[src/rtl/cps_pkg.sv]
package cps_pkg;

  localparam int          CPS_PC_W        = 11;
  localparam int          CPS_STACK_DEPTH = 4;
  localparam int          CPS_IW          = 16;
  localparam int          CPS_RA_W        = 4;

  localparam logic [3:0]  CPS_OFS_PCL     = 4'h0;
  localparam logic [3:0]  CPS_OFS_ACC     = 4'h1;
  localparam logic [3:0]  CPS_OFS_STATUS  = 4'h2;

  localparam logic [7:0]  CPS_ACC_RST     = 8'h00;
  localparam logic [3:0]  CPS_FLAGS_RST   = 4'h0;
  localparam logic [15:0] CPS_RESET_VEC   = 16'h0000;
  localparam logic [15:0] CPS_IRQ_VEC     = 16'h0004;
  localparam logic [15:0] CPS_NOP_WORD    = 16'h0000;

  localparam int          CPS_ST_C        = 0;
  localparam int          CPS_ST_AC       = 1;
  localparam int          CPS_ST_Z        = 2;
  localparam int          CPS_ST_OV       = 3;
  localparam int          CPS_ST_FULL     = 4;
  localparam int          CPS_ST_ISR      = 5;

  localparam logic [3:0]  CPS_UPD_NONE    = 4'h0;
  localparam logic [3:0]  CPS_UPD_C       = 4'h1;
  localparam logic [3:0]  CPS_UPD_Z       = 4'h4;
  localparam logic [3:0]  CPS_UPD_ALL     = 4'hF;

  typedef enum logic [1:0] {CPS_T1, CPS_T2, CPS_T3, CPS_T4} cps_phase_t;

  typedef enum logic [3:0] {
    OP_NOP, OP_ALU, OP_JMP, OP_CALL, OP_RET, OP_INTERRUPT_EXIT_INSTR, OP_SKIP, OP_MOVPCL
  } cps_opc_t;

  typedef enum logic [3:0] {
    ALU_ADD, ALU_ADC, ALU_SUB, ALU_SBC, ALU_DAA, ALU_AND, ALU_OR, ALU_XOR,
    ALU_CPL, ALU_RR, ALU_RRC, ALU_RL, ALU_RLC, ALU_INC, ALU_DEC, ALU_MOV
  } cps_aluop_t;

endpackage

[src/rtl/cps_alu_if.sv]
`timescale 1ns/1ps
`default_nettype none
interface cps_alu_if;
  import cps_pkg::*;
  cps_aluop_t op;
  logic [7:0] a;
  logic [7:0] b;
  logic       cin;
  logic       acin;
  logic [7:0] result;
  logic [3:0] flags;
  logic [3:0] upd;

  modport core (output op, a, b, cin, acin, input result, flags, upd);
  modport alu  (input op, a, b, cin, acin, output result, flags, upd);
endinterface
`default_nettype wire

[src/rtl/cps_alu.sv]
`timescale 1ns/1ps
`default_nettype none
module cps_alu
  import cps_pkg::*;
(
  cps_alu_if.alu bus  // operands in, result and flags out
);
  logic       is_sub;
  logic [7:0] bb;
  logic       ci;
  logic [8:0] sum9;
  logic [4:0] nib;
  logic       lo_adj;
  logic       hi_adj;
  logic [8:0] daa9;

  assign is_sub = (bus.op == ALU_SUB) || (bus.op == ALU_SBC);
  assign bb     = is_sub ? ~bus.b : bus.b;
  // carry in doubles as not-borrow for subtraction
  assign ci     = (bus.op == ALU_SUB) ? 1'b1 :
                  ((bus.op == ALU_ADC) || (bus.op == ALU_SBC)) ? bus.cin : 1'b0;
  assign sum9   = {1'b0, bus.a} + {1'b0, bb} + {8'h00, ci};
  assign nib    = {1'b0, bus.a[3:0]} + {1'b0, bb[3:0]} + {4'h0, ci};
  assign lo_adj = (bus.a[3:0] > 4'h9) || bus.acin;
  assign hi_adj = (bus.a[7:4] > 4'h9) || bus.cin || ((bus.a[7:4] == 4'h9) && (bus.a[3:0] > 4'h9));
  assign daa9   = {1'b0, bus.a} + {1'b0, hi_adj ? 4'h6 : 4'h0, lo_adj ? 4'h6 : 4'h0};

  always_comb begin
    bus.result = bus.a;
    bus.flags  = 4'h0;
    bus.upd    = CPS_UPD_NONE;
    case (bus.op)
      ALU_ADD, ALU_ADC, ALU_SUB, ALU_SBC: begin
        bus.result = sum9[7:0];
        bus.flags[CPS_ST_C]  = sum9[8];
        bus.flags[CPS_ST_AC] = nib[4];
        bus.flags[CPS_ST_OV] = (bus.a[7] == bb[7]) && (sum9[7] != bus.a[7]);
        bus.upd    = CPS_UPD_ALL;
      end
      ALU_DAA: begin
        bus.result = daa9[7:0];
        bus.flags[CPS_ST_C] = bus.cin | daa9[8] | hi_adj;
        bus.upd    = CPS_UPD_C;
      end
      ALU_AND: begin bus.result = bus.a & bus.b; bus.upd = CPS_UPD_Z; end
      ALU_OR:  begin bus.result = bus.a | bus.b; bus.upd = CPS_UPD_Z; end
      ALU_XOR: begin bus.result = bus.a ^ bus.b; bus.upd = CPS_UPD_Z; end
      ALU_CPL: begin bus.result = ~bus.a;        bus.upd = CPS_UPD_Z; end
      ALU_RR:  bus.result = {bus.a[0], bus.a[7:1]};
      ALU_RL:  bus.result = {bus.a[6:0], bus.a[7]};
      ALU_RRC: begin
        bus.result = {bus.cin, bus.a[7:1]};
        bus.flags[CPS_ST_C] = bus.a[0];
        bus.upd    = CPS_UPD_C;
      end
      ALU_RLC: begin
        bus.result = {bus.a[6:0], bus.cin};
        bus.flags[CPS_ST_C] = bus.a[7];
        bus.upd    = CPS_UPD_C;
      end
      ALU_INC: begin bus.result = bus.a + 8'h01; bus.upd = CPS_UPD_Z; end
      ALU_DEC: begin bus.result = bus.a - 8'h01; bus.upd = CPS_UPD_Z; end
      ALU_MOV: bus.result = bus.b;
      default: bus.result = bus.a;
    endcase
    bus.flags[CPS_ST_Z] = (bus.result == 8'h00);
  end
endmodule
`default_nettype wire

[src/rtl/cps_stack.sv]
`timescale 1ns/1ps
`default_nettype none
module cps_stack
  import cps_pkg::*;
#(
  parameter int DEPTH = CPS_STACK_DEPTH,  // return levels, power of two
  parameter int W     = CPS_PC_W          // saved address width
) (
  input  wire logic         clk,   // system clock
  input  wire logic         rst,   // synchronous reset
  input  wire logic         push,  // save din
  input  wire logic         pop,   // drop the newest entry
  input  wire logic [W-1:0] din,   // address to save
  output logic      [W-1:0] dout,  // newest saved address
  output logic              full   // every level in use
);
  localparam int PW = (DEPTH > 1) ? $clog2(DEPTH) : 1;
  localparam int CW = $clog2(DEPTH + 1);

  logic [W-1:0]  mem [DEPTH];
  logic [PW-1:0] ptr;
  logic [CW-1:0] count;
  logic [PW-1:0] top;

  assign top  = ptr - PW'(1);
  assign dout = mem[top];
  assign full = (count == CW'(DEPTH));

  // ring storage: a push when full lands on the oldest entry
  always_ff @(posedge clk) begin
    if (rst) begin
      ptr   <= '0;
      count <= '0;
    end else if (push) begin
      mem[ptr] <= din;
      ptr      <= ptr + PW'(1);
      if (!full) begin
        count <= count + CW'(1);
      end
    end else if (pop && (count != '0)) begin
      ptr   <= top;
      count <= count - CW'(1);
    end
  end
endmodule
`default_nettype wire

[src/rtl/cps_sequencer.sv]
// How it works
// - system clock split into four phases; four phases make one instruction cycle
// - at first phase the counter advances and a new word is fetched
// - phases two to four decode and execute the previously fetched word
// - fetch overlaps execute, so plain instructions take one cycle each
// - jumps and calls take two cycles: branch on the fourth phase, then the target fetch in a dummy cycle
// - counter steps by one unless control moves elsewhere
// - jumps, calls, interrupt entry and reset load the target directly
// - a taken skip discards the prefetched word, leaving a dummy cycle
// - only the low counter byte is software visible; upper bits are narrower
// - writing the low byte jumps inside the current 256-word page
// - every low-byte write inserts one dummy cycle for the refetch
// - hardware stack holds counter values only, two or four levels, hidden
// - stack pointer hidden; reset puts it at the top
// - a call or interrupt acknowledge pushes the counter
// - subroutine or interrupt return pops the stack into the counter
// - interrupt with full stack is held pending until a return frees a level
// - a call on a full stack still runs and loses the oldest entry
// - ALU writes its result and updates carry, borrow and other flags
// - ALU does add, subtract, adjust, logic, rotates, step and skip tests
// - reset restarts execution at address zero
//
// Strobed register access and the register offsets were chosen for this implementation.
`timescale 1ns/1ps
`default_nettype none
module cps_sequencer
  import cps_pkg::*;
#(
  parameter int PC_W        = CPS_PC_W,         // 10 small variant, 11 large
  parameter int STACK_DEPTH = CPS_STACK_DEPTH   // 2 small variant, 4 large
) (
  input  wire logic                MCLK,       // system clock
  input  wire logic                SRST,       // synchronous reset, active high
  output logic      [PC_W-1:0]     PM_ADDR,    // program memory fetch address
  output logic                     PM_FETCH,   // fetch strobe, one cycle
  input  wire logic [CPS_IW-1:0]   PM_DATA,    // instruction word from memory
  input  wire logic                IRQ_REQ,    // enabled interrupt request pulse
  output logic                     INT_ACK,    // interrupt acknowledge pulse
  output logic                     CYCLE_T1,   // high during each first phase but the one after reset
  input  wire logic [CPS_RA_W-1:0] REG_ADDR,   // register address
  input  wire logic [7:0]          REG_WDATA,  // register write data
  input  wire logic                REG_WR,     // write strobe
  input  wire logic                REG_RD,     // read strobe
  output logic      [7:0]          REG_RDATA   // read data, cycle after strobe
);

  // phase sequencer
  cps_phase_t phase;
  cps_phase_t next_phase;

  // fetch and execute state
  logic [PC_W-1:0]   pc;
  logic [PC_W-1:0]   next_pc;
  logic [CPS_IW-1:0] fetched;
  logic              fetched_ok;
  logic [CPS_IW-1:0] ir;

  // data path state
  logic [7:0] acc;
  logic [7:0] next_acc;
  logic [3:0] flags;
  logic [3:0] next_flags;

  // interrupt and low-byte write state
  logic       irq_flag;
  logic       next_irq_flag;
  logic       in_isr;
  logic       pcl_pend;
  logic       next_pcl_pend;
  logic [7:0] pcl_val;

  // decode
  cps_opc_t        opc;
  logic            is_exec;
  logic            is_jmp;
  logic            is_call;
  logic            is_ret;
  logic            is_interrupt_exit_instr;
  logic            is_movpcl;
  logic            alu_en;
  logic            skip_taken;
  logic            pcl_from_port;
  logic            pcl_jump;
  logic [7:0]      pcl_data;
  logic            irq_take;
  logic            flush;
  logic [PC_W-1:0] ret_addr;
  logic [PC_W-1:0] target;

  // stack link
  logic            stk_push;
  logic            stk_pop;
  logic [PC_W-1:0] stk_top;
  logic            stk_full;

  // register port decode
  logic       wr_pcl;
  logic       wr_acc;
  logic [7:0] rd_mux;
  logic [7:0] rd_data;

  cps_alu_if alu_bus ();

  cps_alu u_alu (
    .bus (alu_bus)
  );

  cps_stack #(
    .DEPTH (STACK_DEPTH),
    .W     (PC_W)
  ) u_stack (
    .clk  (MCLK),
    .rst  (SRST),
    .push (stk_push),
    .pop  (stk_pop),
    .din  (ret_addr),
    .dout (stk_top),
    .full (stk_full)
  );

  // jump, call and both returns claim the next slot themselves;
  // shared by the interrupt and the low-byte write arbitration
  function automatic logic is_transfer(input cps_opc_t code);
    case (code)
      OP_JMP, OP_CALL, OP_RET, OP_INTERRUPT_EXIT_INSTR: begin
        is_transfer = 1'b1;
      end
      default: begin
        is_transfer = 1'b0;
      end
    endcase
  endfunction

  // phase ring
  always_comb begin
    case (phase)
      CPS_T1:  next_phase = CPS_T2;
      CPS_T2:  next_phase = CPS_T3;
      CPS_T3:  next_phase = CPS_T4;
      CPS_T4:  next_phase = CPS_T1;
      default: next_phase = CPS_T1;
    endcase
  end

  // decode of the executing word; all effects land on the fourth phase
  assign opc        = cps_opc_t'(ir[15:12]);
  assign is_exec    = (phase == CPS_T4);
  assign is_jmp     = (opc == OP_JMP);
  assign is_call    = (opc == OP_CALL);
  assign is_interrupt_exit_instr    = (opc == OP_INTERRUPT_EXIT_INSTR);
  assign is_ret     = (opc == OP_RET) || is_interrupt_exit_instr;
  assign is_movpcl  = (opc == OP_MOVPCL);
  assign alu_en     = (opc == OP_ALU) || (opc == OP_SKIP);
  assign skip_taken = (opc == OP_SKIP) && alu_bus.flags[CPS_ST_Z];
  assign target     = ir[PC_W-1:0];

  // pc already points past the discarded prefetch, so step back one
  assign ret_addr   = pc - PC_W'(1);

  // a port write waits for a boundary that no other transfer owns;
  // applied under a jump it would be consumed and then lost
  assign pcl_from_port = pcl_pend && !is_movpcl && !is_transfer(opc) && !skip_taken;
  assign pcl_jump      = is_movpcl || pcl_from_port;
  assign pcl_data      = is_movpcl ? acc : pcl_val;

  // no entry while the stack is full or another transfer owns this boundary
  assign irq_take = irq_flag && !in_isr && !stk_full
                    && !is_transfer(opc) && !pcl_jump && !skip_taken;

  assign flush    = is_jmp || is_call || is_ret || pcl_jump || skip_taken || irq_take;

  assign stk_push = is_exec && (is_call || irq_take);
  assign stk_pop  = is_exec && is_ret;

  // next program counter at execute time
  always_comb begin
    next_pc = pc;
    if (is_jmp || is_call) begin
      next_pc = target;
    end else if (is_ret) begin
      next_pc = stk_top;
    end else if (pcl_jump) begin
      next_pc = {pc[PC_W-1:8], pcl_data};
    end else if (irq_take) begin
      next_pc = CPS_IRQ_VEC[PC_W-1:0];
    end
  end

  // ALU hookup
  assign alu_bus.op   = cps_aluop_t'(ir[11:8]);
  assign alu_bus.a    = acc;
  assign alu_bus.b    = ir[7:0];
  assign alu_bus.cin  = flags[CPS_ST_C];
  assign alu_bus.acin = flags[CPS_ST_AC];

  // register port decode
  assign wr_pcl = REG_WR && (REG_ADDR == CPS_OFS_PCL);
  assign wr_acc = REG_WR && (REG_ADDR == CPS_OFS_ACC);
  assign rd_mux = (REG_ADDR == CPS_OFS_PCL)    ? pc[7:0] :
                  (REG_ADDR == CPS_OFS_ACC)    ? acc :
                  (REG_ADDR == CPS_OFS_STATUS) ? {2'b00, in_isr, stk_full, flags} :
                  8'h00;
  // zero outside the answer cycle
  assign rd_data = REG_RD ? rd_mux : 8'h00;

  // accumulator: execute overrides a port write in the same cycle
  always_comb begin
    next_acc = acc;
    if (wr_acc) begin
      next_acc = REG_WDATA;
    end
    if (is_exec && alu_en) begin
      next_acc = alu_bus.result;
    end
  end

  always_comb begin
    next_flags = flags;
    if (is_exec && alu_en) begin
      next_flags = (flags & ~alu_bus.upd) | (alu_bus.flags & alu_bus.upd);
    end
  end

  // a new request beats the acknowledge clear
  assign next_irq_flag = IRQ_REQ || (irq_flag && !(is_exec && irq_take));

  // a new write beats consumption of the old one
  assign next_pcl_pend = wr_pcl || (pcl_pend && !(is_exec && pcl_from_port));

  // phase register and first-phase marker
  always_ff @(posedge MCLK) begin
    if (SRST) begin
      phase    <= CPS_T1;
      CYCLE_T1 <= 1'b0;
    end else begin
      phase    <= next_phase;
      CYCLE_T1 <= (next_phase == CPS_T1);
    end
  end

  // fetch side: address and strobe launch on the first phase;
  // the address then stands for the whole instruction cycle
  always_ff @(posedge MCLK) begin
    if (SRST) begin
      PM_ADDR  <= CPS_RESET_VEC[PC_W-1:0];
      PM_FETCH <= 1'b0;
    end else begin
      PM_FETCH <= (phase == CPS_T1);
      if (phase == CPS_T1) begin
        PM_ADDR <= pc;
      end
    end
  end

  // program counter: step on the first phase, override on the fourth
  always_ff @(posedge MCLK) begin
    if (SRST) begin
      pc <= CPS_RESET_VEC[PC_W-1:0];
    end else if (phase == CPS_T1) begin
      pc <= pc + PC_W'(1);
    end else if (is_exec) begin
      pc <= next_pc;
    end
  end

  // prefetch and instruction register; a flushed prefetch becomes a dummy cycle
  always_ff @(posedge MCLK) begin
    if (SRST) begin
      fetched    <= CPS_NOP_WORD;
      fetched_ok <= 1'b0;
      ir         <= CPS_NOP_WORD;
    end else begin
      case (phase)
        CPS_T1: begin
          ir         <= fetched_ok ? fetched : CPS_NOP_WORD;
          fetched_ok <= 1'b1;
        end
        CPS_T3: begin
          fetched <= PM_DATA;
        end
        CPS_T4: begin
          if (flush) begin
            fetched_ok <= 1'b0;
          end
        end
        default: begin
          fetched_ok <= fetched_ok;
        end
      endcase
    end
  end

  // accumulator and status flags
  always_ff @(posedge MCLK) begin
    if (SRST) begin
      acc   <= CPS_ACC_RST;
      flags <= CPS_FLAGS_RST;
    end else begin
      acc   <= next_acc;
      flags <= next_flags;
    end
  end

  // read data stands one cycle after the strobe
  always_ff @(posedge MCLK) begin
    if (SRST) begin
      REG_RDATA <= 8'h00;
    end else begin
      REG_RDATA <= rd_data;
    end
  end

  // pending low-byte write from the register port
  always_ff @(posedge MCLK) begin
    if (SRST) begin
      pcl_pend <= 1'b0;
      pcl_val  <= 8'h00;
    end else begin
      pcl_pend <= next_pcl_pend;
      if (wr_pcl) begin
        pcl_val <= REG_WDATA;
      end
    end
  end

  // interrupt request, acknowledge and service marker;
  // the acknowledge pulses on the edge that pushes the return address
  always_ff @(posedge MCLK) begin
    if (SRST) begin
      irq_flag <= 1'b0;
      in_isr   <= 1'b0;
      INT_ACK  <= 1'b0;
    end else begin
      irq_flag <= next_irq_flag;
      INT_ACK  <= is_exec && irq_take;
      if (is_exec && irq_take) begin
        in_isr <= 1'b1;
      end else if (is_exec && is_interrupt_exit_instr) begin
        in_isr <= 1'b0;
      end
    end
  end

endmodule
`default_nettype wire

[config.mk]
export PLATFORM = sky130hd
export DESIGN_NAME = cps_sequencer
export DESIGN_NICKNAME = d
export VERILOG_FILES = /design/src/rtl/cps_pkg.sv /design/src/rtl/cps_alu_if.sv /design/src/rtl/cps_alu.sv /design/src/rtl/cps_stack.sv /design/src/rtl/cps_sequencer.sv
export SDC_FILE = /design/constraint.sdc
export NUM_CORES = 1
export LEC_CHECK = 0
export ABC_AREA = 1
export BUFFER_PORTS_ARGS = -buffer_cell sky130_fd_sc_hd__buf_2
export CAP_MARGIN = 20
export CORE_ASPECT_RATIO = 0.75
export CORE_UTILIZATION = 55
export CTS_BUF_LIST = sky130_fd_sc_hd__clkbuf_4
export DETAILED_ROUTE_END_ITERATION = 8
export PLACE_DENSITY = 0.73
export RECOVER_POWER = 25
export SYNTH_ARGS = -nofsm -noshare
export SYNTH_HDL_FRONTEND = slang
export SYNTH_HIERARCHICAL = 1
export SYNTH_SLANG_ARGS = --single-unit
[constraint.sdc]
create_clock -name MCLK -period 5.1 [get_ports MCLK]
set_input_delay 0.765 -clock MCLK [delete_from_list [all_inputs] [get_ports MCLK]]
set_output_delay 0.765 -clock MCLK [all_outputs]
set_load 0.02 [all_outputs]
==> impl_metrics.csv, run 1 <==
group,metric,value,unit
sta,finClkSkew,0.0188,ns
floorplan,rows,38,
critical_path,cp-start-kind,"flip-flop",
layout,stdcell_count,1430,
clock_tree,clk-insertion-delay-late,0.55,ns
clock_tree,htree_levels,4,
power,leakage,3.96,nW
sta,setup_violations,0,
sta,slew_headroom,-55.0,%
floorplan,die_area,15800,um2
critical_path,critPathCaptureType,"flip-flop",
synth,syn-num-nets,1236,
sta,fin_crit_sh,89.3,%
floorplan,die_w,145,um
synth,synthDistinctLibCells,45,
layout,antenna_cells,0,
detailed_routing,wl_met1,11900,um
floorplan,start_util,57.1,%
floorplan,die_y,109,um
synth,synth_flop_cell,"dfxtp_1",
critical_path,reg2reg_to,"u_stack/count[2]",
sta,fmax,220,MHz
clock_tree,clockBufferDepth,2,
critical_path,rr_worst_depth,27,
sta,setup_ws,0.548,ns
critical_path,cp-startpoint,"ir[11]",
clock_tree,cts_tree,"done",
synth,post-synth-top-count-cell,"nand2_1",
outcome,status,"finished with violations",
clock_tree,post_cts_buffers,0,
detailed_routing,top_layer,"met4",
clock_tree,cts.clk_slew.worst_paths,0.12,ns
power,p_per_area,371,nW/um2
grt,grt_pass1_wl,39100,um
placement,gp_congestion,1.00,
grt,antenna_found_initial,0,
critical_path,worstSetupEndpoint,"u_stack/count[2]",
synth,syn-instance-count,1161,
layout,final_nets,1293,
synth,netlist_area,8390,um2
grt,grtUsageTotal,33.4,%
clock_tree,clock_sinks,140,
sta,hold_viol,0,
critical_path,required,5.54,ns
grt,grt_max_degree,48,
critical_path,r2r-start,"ir[11]",
layout,area_delta_synth_final,9.11,%
job,maxCapViolCount,2,
detailed_routing,dr.pass1.iters,5,
placement,numPortBuffers,54,
clock_tree,cts-root-buf,"clkbuf_4",
critical_path,crit_path_top_delay_cell,"fa_1",
clock_tree,ctsResizeCount,0,
placement,post-dp-hpwl,18600,um
sta,fin_hold_ws,0.411,ns
detailed_routing,drtIter0Drc,919,
clock_tree,cts_buffers,17,
detailed_routing,drc,0,
sta,finalMaxSlewViolations,88,
detailed_routing,via_count,8132,
critical_path,path_common_cell,"nand2_1",
grt,gr-total-overflow,0,
placement,place_ws,0.676,ns
outcome,violations,"max-capacitance violations, max-slew violations",
power,vdd_drop_max,0.345,mV
synth,yosysTopAreaCellShare,22.9,%
synth,yosys_warnings,6,
layout,drive_gt1_share,12.1,%
critical_path,cp_max_fo,13,
detailed_routing,drtAntennaViolNets,0,
floorplan,core,14700,um2
synth,synth_edf_count,44,
grt,grt_pass1_vias,7183,
synth,async_reset_ff_share,0,%
detailed_routing,wl,24900,um
worst_hold_path,hp-class,"primary input to flip-flop",
detailed_routing,wl_per_cell,17.4,um
synth,synthTopCellsByArea,"dfxtp_1, edfxtp_1, nand2_1",
critical_path,cp.arrival,4.99,ns
critical_path,worst-setup-path-type,"flip-flop to flip-flop",
detailed_routing,wl_met3,3110,um
clock_tree,ctsHoldBuffers,0,
synth,synth_area_per_cell,7.22,um2
placement,dp_cells,1399,
floorplan,ioPinCount,55,
synth,seq_area_frac_synth,38.7,%
detailed_routing,vias_per_cell,5.69,
sta,tns,0,ns
synth,ys_seq_elements,140,
critical_path,slowest_delay,0.41,ns
sta,rsz0062_at_grt,"false",
sta,worst_pin_slew,2.33,ns
synth,synth_top_area_cell,"dfxtp_1",
synth,synth_common_cells,"nand2_1, nor2_1, inv_1",
detailed_routing,dr_wl_met2,9500,um
sta,min_period,4.55,ns
critical_path,r2r_slack,0.55,ns
[worst max-delay path: cells and delay by family, from the launching register on]
family | cells | cell delay (ns)
adders and majority gates | 3 | 1.04
AOI/OAI and AO/OA | 5 | 0.63
DFF | 1 | 0.39
xor gates and xnor gates | 1 | 0.19
and+or+nand+nor | 14 | 1.63
buffers and inverters | 4 | 0.57
[power breakdown]
part           internal (mW)  leakage [nW]  switching, mW
clock network          0.341         0.162          0.421
logic                  0.308          2.62          0.812
registers               1.40          1.18          0.114
[registers in the layout (all words and copies together), names as in the netlist, 2 cells and up, named ones only]
signal,cells
pc,11
phase,2
PM_ADDR,11
ir,16
REG_RDATA,8
u_stack/ptr,2
pcl_val,8
u_stack/mem,44
fetched,16
acc,8
u_stack/count,3
[worst min-delay path by stage]
stage | endpoint | from | slack [ns] | cells after the start
final | irq_flag | IRQ_REQ | 0.41 | 3
after global routing | irq_flag | IRQ_REQ | 0.38 | 3
after CTS | irq_flag | IRQ_REQ | 0.37 | 3
after detailed placement | pcl_val[4] | pcl_val[4] | 0.45 | 2
after global placement | pcl_val[2] | pcl_val[2] | 0.44 | 2
after floorplan | pcl_val[4] | pcl_val[4] | 0.42 | 2
[cell usage in the layout (no fill, tap or decap), types with 3 or more instances in the layout]
cell type | Yosys | layout
a211oi_1 | 3 | 3
a21oi_1 | 84 | 84
a221oi_1 | 6 | 6
a31oi_1 | 11 | 11
buf_2 | 15 | 51
buf_4 | 3 | 19
bufinv_16 | 0 | 3
clkbuf_1 | 15 | 5
clkbuf_4 | 0 | 17
clkinv_1 | 7 | 8
clkinv_2 | 0 | 3
dfxtp_1 | 96 | 96
edfxtp_1 | 44 | 44
fa_1 | 4 | 4
ha_1 | 38 | 38
inv_1 | 117 | 117
inv_2 | 7 | 7
nand2_1 | 285 | 285
nand2_2 | 13 | 13
nand2_4 | 5 | 5
nand3_1 | 74 | 74
nand4_1 | 6 | 6
nor2_1 | 131 | 131
nor2_2 | 7 | 7
nor2_4 | 5 | 5
nor3_1 | 9 | 9
o2111ai_1 | 4 | 4
o211ai_1 | 6 | 6
o21ai_0 | 91 | 91
o21ai_1 | 14 | 14
o22ai_1 | 16 | 16
xor2_1 | 21 | 21
[kinds of logic (layout without fill, tap and decap cells)]
| logic type | count (synthesis) | in the layout | share of synthesized area (%) |
|---|---|---|---|
| buffers and inverters | 169 | 238 | 8.31 |
| xor gates and xnor gates | 21 | 21 | 2.19 |
| adders and majority gates | 42 | 42 | 6.62 |
| and+or+nand+nor | 547 | 547 | 28.3 |
| DFF | 140 | 140 | 38.7 |
| AOI/OAI and AO/OA | 242 | 242 | 15.9 |
[through the flow]
step	cell area (um2)	power, mW	utilization (%)
detailed placement	8870	2.63	60.4
CTS	9160	3.39	62.4
global placement	8870	2.62	60.4
floorplan	8390	2.29	-
global route	9150	3.61	62.3
finish	9150	3.40	62.3
[per-layer routing]
layer	GRT usage, %	up-vias
met2	43.5	418
met1	51.1	3731
met5	0	-
met3	10.9	29
met4	9.40	0
li1	-	3954
[final cells by class]
class | instances | area, um2
flip-flops and latches | 140 | 3240
inverters | 132 | 498
well taps | 200 | 250
clock buffers | 17 | 128
clock inverters | 14 | 169
multi-input cells | 852 | 4450
fillers | 1408 | 5540
repair buffers | 75 | 417
(Power assumes the default switching activity.)
==> run 2, diff against run 1 <==
--- a/config.mk
+++ b/config.mk
@@ -5,15 +5,15 @@
 export SDC_FILE = /design/constraint.sdc
 export NUM_CORES = 1
 export LEC_CHECK = 0
-export ABC_AREA = 1
 export BUFFER_PORTS_ARGS = -buffer_cell sky130_fd_sc_hd__buf_2
 export CAP_MARGIN = 20
 export CORE_ASPECT_RATIO = 0.75
+export CORE_MARGIN = 8
 export CORE_UTILIZATION = 55
 export CTS_BUF_LIST = sky130_fd_sc_hd__clkbuf_4
 export DETAILED_ROUTE_END_ITERATION = 8
 export PLACE_DENSITY = 0.73
-export RECOVER_POWER = 25
+export RECOVER_POWER = 100
 export SYNTH_ARGS = -nofsm -noshare
 export SYNTH_HDL_FRONTEND = slang
 export SYNTH_HIERARCHICAL = 1
==> run 2 against run 1 <==
  * Hold slack better by 0.037 ns
  * Highest routed layer unchanged
  * Critical endpoint unchanged
  * Combinational power is 32% lower
  * Core utilization is 1.7 points lower
  * Synthesized cell count is 22% lower
  * Clock power is 3.3% higher
  * The flow still finishes with violations (max-capacitance violations, max-slew violations)
  * Count of clock-buffer cells in the layout stayed put
  * Design area is 0.15% higher
  * Critical path type unchanged
  * Global-route usage is 9.2 points lower
  * Maximum frequency is 4.6% lower
  * Total power is 14% lower
  * Cell count is 19% lower
==> impl_metrics.csv, run 2 <==
group,metric,value,unit
detailed_routing,via_count,7301,
clock_tree,clockBufferDepth,2,
floorplan,die_y,123,um
synth,syn-instance-count,905,
sta,rsz0062_at_grt,"false",
placement,numPortBuffers,54,
layout,final_common_cell,"nor2_1",
synth,netlist_area,8440,um2
detailed_routing,drtIter0Drc,931,
critical_path,cp.arrival,5.22,ns
detailed_routing,drtAntennaViolNets,0,
power,p_switching,1.01,mW
floorplan,rows,39,
grt,grt_max_degree,76,
sta,min_period,4.77,ns
synth,synth_area_per_cell,9.32,um2
synth,synth_top_area_cell,"dfxtp_1",
detailed_routing,vias_per_cell,6.27,
synth,syn-num-nets,980,
floorplan,die_area,19600,um2
layout,final_nets,1022,
synth,yosys_warnings,6,
clock_tree,clk-insertion-delay-late,0.55,ns
synth,ys_seq_elements,140,
floorplan,die_w,159,um
synth,synth_flop_cell,"dfxtp_1",
sta,slew_headroom,-9.90,%
sta,tns,0,ns
power,seqPwrFrac,46.9,%
sta,setup_ws,0.326,ns
critical_path,cp_max_fo,11,
power,comb_power_share,26.3,%
layout,largest_register_ffs,44,
clock_tree,cts.clk_slew.worst_paths,0.15,ns
floorplan,core,15100,um2
synth,yosysTopAreaCellShare,22.8,%
power,p_per_area,319,nW/um2
detailed_routing,dr.pass1.iters,6,
floorplan,ioPinCount,55,
clock_tree,cts_buffers,17,
synth,async_reset_ff_share,0,%
sta,hold_viol,0,
clock_tree,ctsHoldBuffers,0,
outcome,violations,"max-capacitance violations, max-slew violations",
critical_path,worstPathCellList,"inv_2 -> nand2_1 -> buf_4 -> clkinv_1 -> o21ai_0 -> fa_2 -> fa_1 -> nor2b_1 -> o31a_1 -> o311a_1 -> nor4_2 -> a31oi_1 -> nand3b_1 -> nor4_2 -> and4bb_1 -> o211a_4 -> a21oi_1 -> nor2_2 -> buf_4 -> nand2b_1 -> or3_1 -> a221oi_1",
layout,drive_gt1_share,14.2,%
power,pwr-share-clk,26.9,%
layout,area_delta_synth_final,8.65,%
clock_tree,clock_sinks,140,
sta,finalMaxSlewViolations,40,
power,leakage,3.48,nW
sta,worst_pin_slew,1.65,ns
layout,final_cell_mix,"nor2_1, dfxtp_1, mux2i_1",
synth,seq_area_frac_synth,38.4,%
job,maxCapViolCount,1,
critical_path,critPathCaptureType,"flip-flop",
layout,fin_util,60.6,%
critical_path,cp.buffers_inverters,4,
grt,grtUsageTotal,24.2,%
floorplan,start_util,55.8,%
synth,synthDistinctLibCells,88,
sta,setup_violations,0,
layout,top_register,"u_stack/mem",
layout,top_regs,"u_stack/mem x44, fetched x16, ir x16",
power,power.internal,1.91,mW
synth,post-synth-top-count-cell,"nor2_1",
clock_tree,cts_tree,"done",
synth,synthTopCellsByArea,"dfxtp_1, edfxtp_1, mux2i_1",
critical_path,worst-setup-path-type,"flip-flop to flip-flop",
sta,fmax,209,MHz
synth,synth_edf_count,44,
grt,grt_pass1_wl,37500,um
detailed_routing,wl_per_cell,20.5,um
power,vdd_drop_max,0.271,mV
sta,fin_crit_sh,93.6,%
outcome,status,"finished with violations",
placement,post-dp-hpwl,17300,um
critical_path,slowest_delay,0.43,ns
layout,antenna_cells,0,
placement,place_ws,0.000823,ns
detailed_routing,drc,0,
clock_tree,htree_levels,4,
grt,antenna_found_initial,0,
placement,gp_congestion,0.976,
detailed_routing,wl,23900,um
power,swShare,34.7,%
synth,synth_common_cells,"nor2_1, dfxtp_1, mux2i_1",
critical_path,crit_path_top_delay_cell,"fa_1",
grt,gr-total-overflow,0,
grt,grt_pass1_vias,6531,
sta,finClkSkew,0.0286,ns
clock_tree,cts-root-buf,"clkbuf_4",
critical_path,cp_top_family,"simple AND/OR/NAND/NOR gates",
critical_path,required,5.55,ns
critical_path,cp-start-kind,"flip-flop",
worst_hold_path,hp-class,"primary input to flip-flop",
==> run 2: cell count changes in the layout (fill, tap and decap cells not counted), sizes merged, moves of 26 or more <==
cell,change
nand2,-258
a22oi,+26
o21ai,-73
mux2i,+65
inv,-68
nand3,-51
nor2,-26
a21oi,-28
==> run 2: tightest hold or removal path, stage by stage <==
cell and delay (ns):
buf_2 0.08, mux2i_1 0.06, nor2_1 0.07
==> run 2: path summary, 6_finish.rpt <==
check / slack, ns / start / endpoint / cells after the start
min reg2reg: 0.49 / fetched[11] / ir[11] / 2
max: 0.33 / ir[11] / u_stack/count[2] / 22
max reg2reg: 0.33 / ir[11] / u_stack/count[2] / 22
min: 0.45 / PM_DATA[10] / fetched[10] / 3
==> run 2: layer usage <==
metal	up-vias	GRT usage, %	wire, um
met2	453	31.6	9040
li1	3361	-	-
met5	-	0	0
met1	3448	36.2	11100
met4	0	6.11	399
met3	39	8.98	3320
==> run 2: cell families (layout without fill, tap and decap cells) <==
logic type / Yosys count / count (layout) / synth area share (%)
compound gates: 212 / 212 / 17.4
xor+xnor: 32 / 32 / 3.41
fa+ha+maj: 42 / 42 / 6.58
buf+inv: 117 / 172 / 6.02
flops: 140 / 140 / 38.4
mux: 83 / 83 / 11.7
simple gates: 279 / 279 / 16.4
==> run 2: stage by stage <==
step	cells	total power [mW]	instance area, um2	hold slack [ns]
final	1165	2.92	9170	0.448
after global routing	1165	3.07	9170	0.428
after CTS	1162	2.94	9190	0.413
after detailed placement	1130	2.15	8870	0.470
after global placement	1130	2.14	8870	0.460
after floorplan	905	1.94	8440	0.438
==> run 2: repair_timing <==
action | in CTS | in global routing
buffers inserted | 0 | 3
pin swaps | 0 | 2
endpoints found under the setup margin | 45 | 46
resized for setup | 4 | 4
==> run 2: power by group through the flow <==
stage / Clock, mW / Sequential [mW] / Combinational [mW]
2_1_floorplan: 0 / 1.37 / 0.567
3_3_place_gp: 0 / 1.39 / 0.750
3_5_place_dp: 0 / 1.39 / 0.759
4_1_cts: 0.800 / 1.37 / 0.769
5_1_grt: 0.847 / 1.38 / 0.840
6_report: 0.786 / 1.37 / 0.767
==> run 2: cell type report <==
cell class / count / area [um2]
Clock inverter: 15 / 186
Sequential cell: 140 / 3240
Multi-Input combinational cell: 648 / 4680
Clock buffer: 17 / 128
Tap cell: 205 / 256
Inverter: 57 / 214
Fill cell: 1335 / 5960
Timing Repair Buffer: 83 / 458
==> run 3, diff against run 2 <==
--- a/config.mk
+++ b/config.mk
@@ -16,5 +16,4 @@
 export RECOVER_POWER = 100
 export SYNTH_ARGS = -nofsm -noshare
 export SYNTH_HDL_FRONTEND = slang
-export SYNTH_HIERARCHICAL = 1
 export SYNTH_SLANG_ARGS = --single-unit
==> run 3 against run 2 <==
  * Worst setup slack worse by 0.083 ns
  * Sequential share of layout area up 0.053 points
  * Area after synthesis up 0.13%
  * Maximum frequency down 1.7%
  * Core utilization down 0.091 points
  * Largest cell class unchanged
  * Total power up 4.7%
  * Critical endpoint is now u_stack.count[2]
  * Hold slack better by 0.013 ns
  * Sequential power up 3%
  * The run now ends clean
==> impl_metrics.csv, run 3 <==
group,metric,value,unit
outcome,status,"complete, no violations",
sta,finalMaxSlewViolations,0,
critical_path,r2r_slack,0.24,ns
clock_tree,clock_sinks,140,
floorplan,die_area,19600,um2
layout,drive_gt1_share,12.6,%
clock_tree,htree_levels,4,
synth,post-synth-top-count-cell,"dfxtp_1",
power,vdd_drop_max,0.215,mV
layout,antenna_cells,0,
layout,seqCellArea,3240,um2
grt,grt_pass1_wl,39300,um
layout,final_common_cell,"dfxtp_1",
layout,top_regs,"u_stack.mem x44, fetched x16, ir x16",
sta,slew_headroom,24.7,%
critical_path,critPathCaptureType,"flip-flop",
power,leakage,3.52,nW
synth,syn-instance-count,925,
synth,synth_area_per_cell,9.13,um2
layout,top_register,"u_stack.mem",
synth,syn-num-nets,1000,
synth,synth_common_cells,"dfxtp_1, nor2_1, a21oi_1",
layout,area_delta_synth_final,8.34,%
layout,largest_register_ffs,44,
synth,async_reset_ff_share,0,%
clock_tree,cts-root-buf,"clkbuf_4",
sta,rsz0062_at_grt,"false",
clock_tree,post_cts_buffers,0,
grt,grtUsageTotal,25.7,%
placement,post-dp-hpwl,18200,um
detailed_routing,wl,25400,um
layout,fillers,1315,
synth,synth_flop_cell,"dfxtp_1",
sta,setup_violations,0,
critical_path,worst-setup-path-type,"flip-flop to flip-flop",
floorplan,die_w,159,um
detailed_routing,drc,0,
floorplan,start_util,55.8,%
floorplan,die_y,123,um
synth,synthTopCellsByArea,"dfxtp_1, edfxtp_1, mux2i_1",
floorplan,rows,39,
critical_path,cp.arrival,5.27,ns
grt,antenna_found_initial,0,
worst_hold_path,hp-class,"primary input to flip-flop",
critical_path,cp_max_fo,15,
job,maxCapViolCount,0,
placement,gp_congestion,0.997,
sta,fin_crit_sh,95.2,%
synth,yosysTopAreaCellShare,22.7,%
critical_path,required,5.52,ns
clock_tree,cts_tree,"done",
synth,synth_edf_count,44,
synth,ys_seq_elements,140,
detailed_routing,wl_per_cell,21.7,um
detailed_routing,via_count,7276,
synth,seq_area_frac_synth,38.4,%
detailed_routing,drtIter0Drc,950,
sta,hold_viol,0,
clock_tree,ctsHoldBuffers,0,
clock_tree,clockBufferDepth,2,
sta,min_period,4.86,ns
detailed_routing,drtAntennaViolNets,0,
layout,final_nets,1029,
grt,grt_max_degree,72,
grt,gr-total-overflow,0,
detailed_routing,dr.pass1.iters,5,
clock_tree,cts_buffers,17,
sta,worst_pin_slew,1.13,ns
grt,grt_pass1_vias,6839,
critical_path,cp-start-kind,"flip-flop",
synth,synth_top_area_cell,"dfxtp_1",
power,p_per_area,334,nW/um2
power,power,3.06,mW
clock_tree,clk-insertion-delay-late,0.52,ns
layout,final_cell_mix,"dfxtp_1, nor2_1, a21oi_1",
floorplan,core,15100,um2
synth,synthDistinctLibCells,78,
detailed_routing,vias_per_cell,6.21,
sta,finClkSkew,0.0257,ns
sta,fmax,206,MHz
synth,netlist_area,8450,um2
clock_tree,cts.clk_slew.worst_paths,0.14,ns
floorplan,ioPinCount,55,
synth,yosys_warnings,0,
layout,multi_input_area,4780,um2
sta,tns,0,ns
placement,numPortBuffers,54,
==> run 3: worst max-delay path, stage by stage, from the launching register on <==
cell       delay [ns]
dfxtp_1          0.41
buf_4            0.24
o211ai_1         0.19
a31oi_1          0.12
or2_2            0.33
ha_1             0.34
xnor2_1          0.17
a22o_1           0.19
a2111oi_1        0.61
a211oi_2         0.23
a211oi_1         0.34
nand3_1          0.33
o31ai_4          0.40
fa_1             0.33
a21oi_1          0.09
a31o_2           0.22
o32ai_1          0.21
==> run 3: what timing repair did <==
item                       4_1_cts  5_1_grt
gates resized for setup          0        2
setup endpoints to repair        0       46
hold endpoints to repair         0        0
==> run 3: per-stage QoR <==
| stage | cells | utilization, % | setup slack (ns) | cell area [um2] | hold WS (ns) |
|---|---|---|---|---|---|
| floorplan | 925 | - | 0.149 | 8450 | 0.439 |
| global placement | 1140 | 58.7 | 0.145 | 8880 | 0.472 |
| detailed placement | 1140 | 58.7 | 0.167 | 8880 | 0.481 |
| CTS | 1172 | 60.7 | 0.0993 | 9180 | 0.437 |
| global route | 1172 | 60.5 | 0.0212 | 9150 | 0.420 |
| finish | 1172 | 60.5 | 0.244 | 9150 | 0.461 |
==> run 3: cells by family (layout without fill, tap and decap cells) <==
family	count (synthesis)	after routing	share of synthesized area (%)
adders and majority gates	42	42	6.58
AOI/OAI and AO/OA	226	226	18.1
and+or+nand+nor	304	304	18.1
muxes	72	72	10.4
buffers and inverters	108	150	5.14
DFF	140	140	38.4
xor gates and xnor gates	33	33	3.42
==> run 3: cell type report <==
cell class | instances | area share (%)
clock inverters | 14 | 1.83
repair buffers | 80 | 4.72
flip-flops and latches | 140 | 35.4
inverters | 38 | 1.56
clock buffers | 18 | 1.48
multi-input cells | 677 | 52.2
well taps | 205 | 2.80
==> run 3: path summary, 6_finish.rpt <==
path | depth (start not counted) | start | end
max | 16 | acc[2] | u_stack.count[2]
min | 2 | IRQ_REQ | irq_flag
max reg2reg | 16 | acc[2] | u_stack.count[2]
min reg2reg | 2 | fetched[12] | ir[12]
==> run 3: where the power goes <==
| group | switching [mW] | leakage, nW | internal (mW) |
|---|---|---|---|
| sequential | 0.0983 | 1.17 | 1.32 |
| clock | 0.429 | 0.161 | 0.347 |
| combinational | 0.572 | 2.19 | 0.298 |
==> run 3: routing by layer <==
| layer | GRT usage, % | wire, um | up-vias |
|---|---|---|---|
| met1 | 38.7 | 12200 | 3429 |
| met4 | 6.87 | 461 | 0 |
| met2 | 34.3 | 9690 | 388 |
| met3 | 8.12 | 3060 | 42 |
| met5 | 0 | 0 | - |
| li1 | - | - | 3417 |
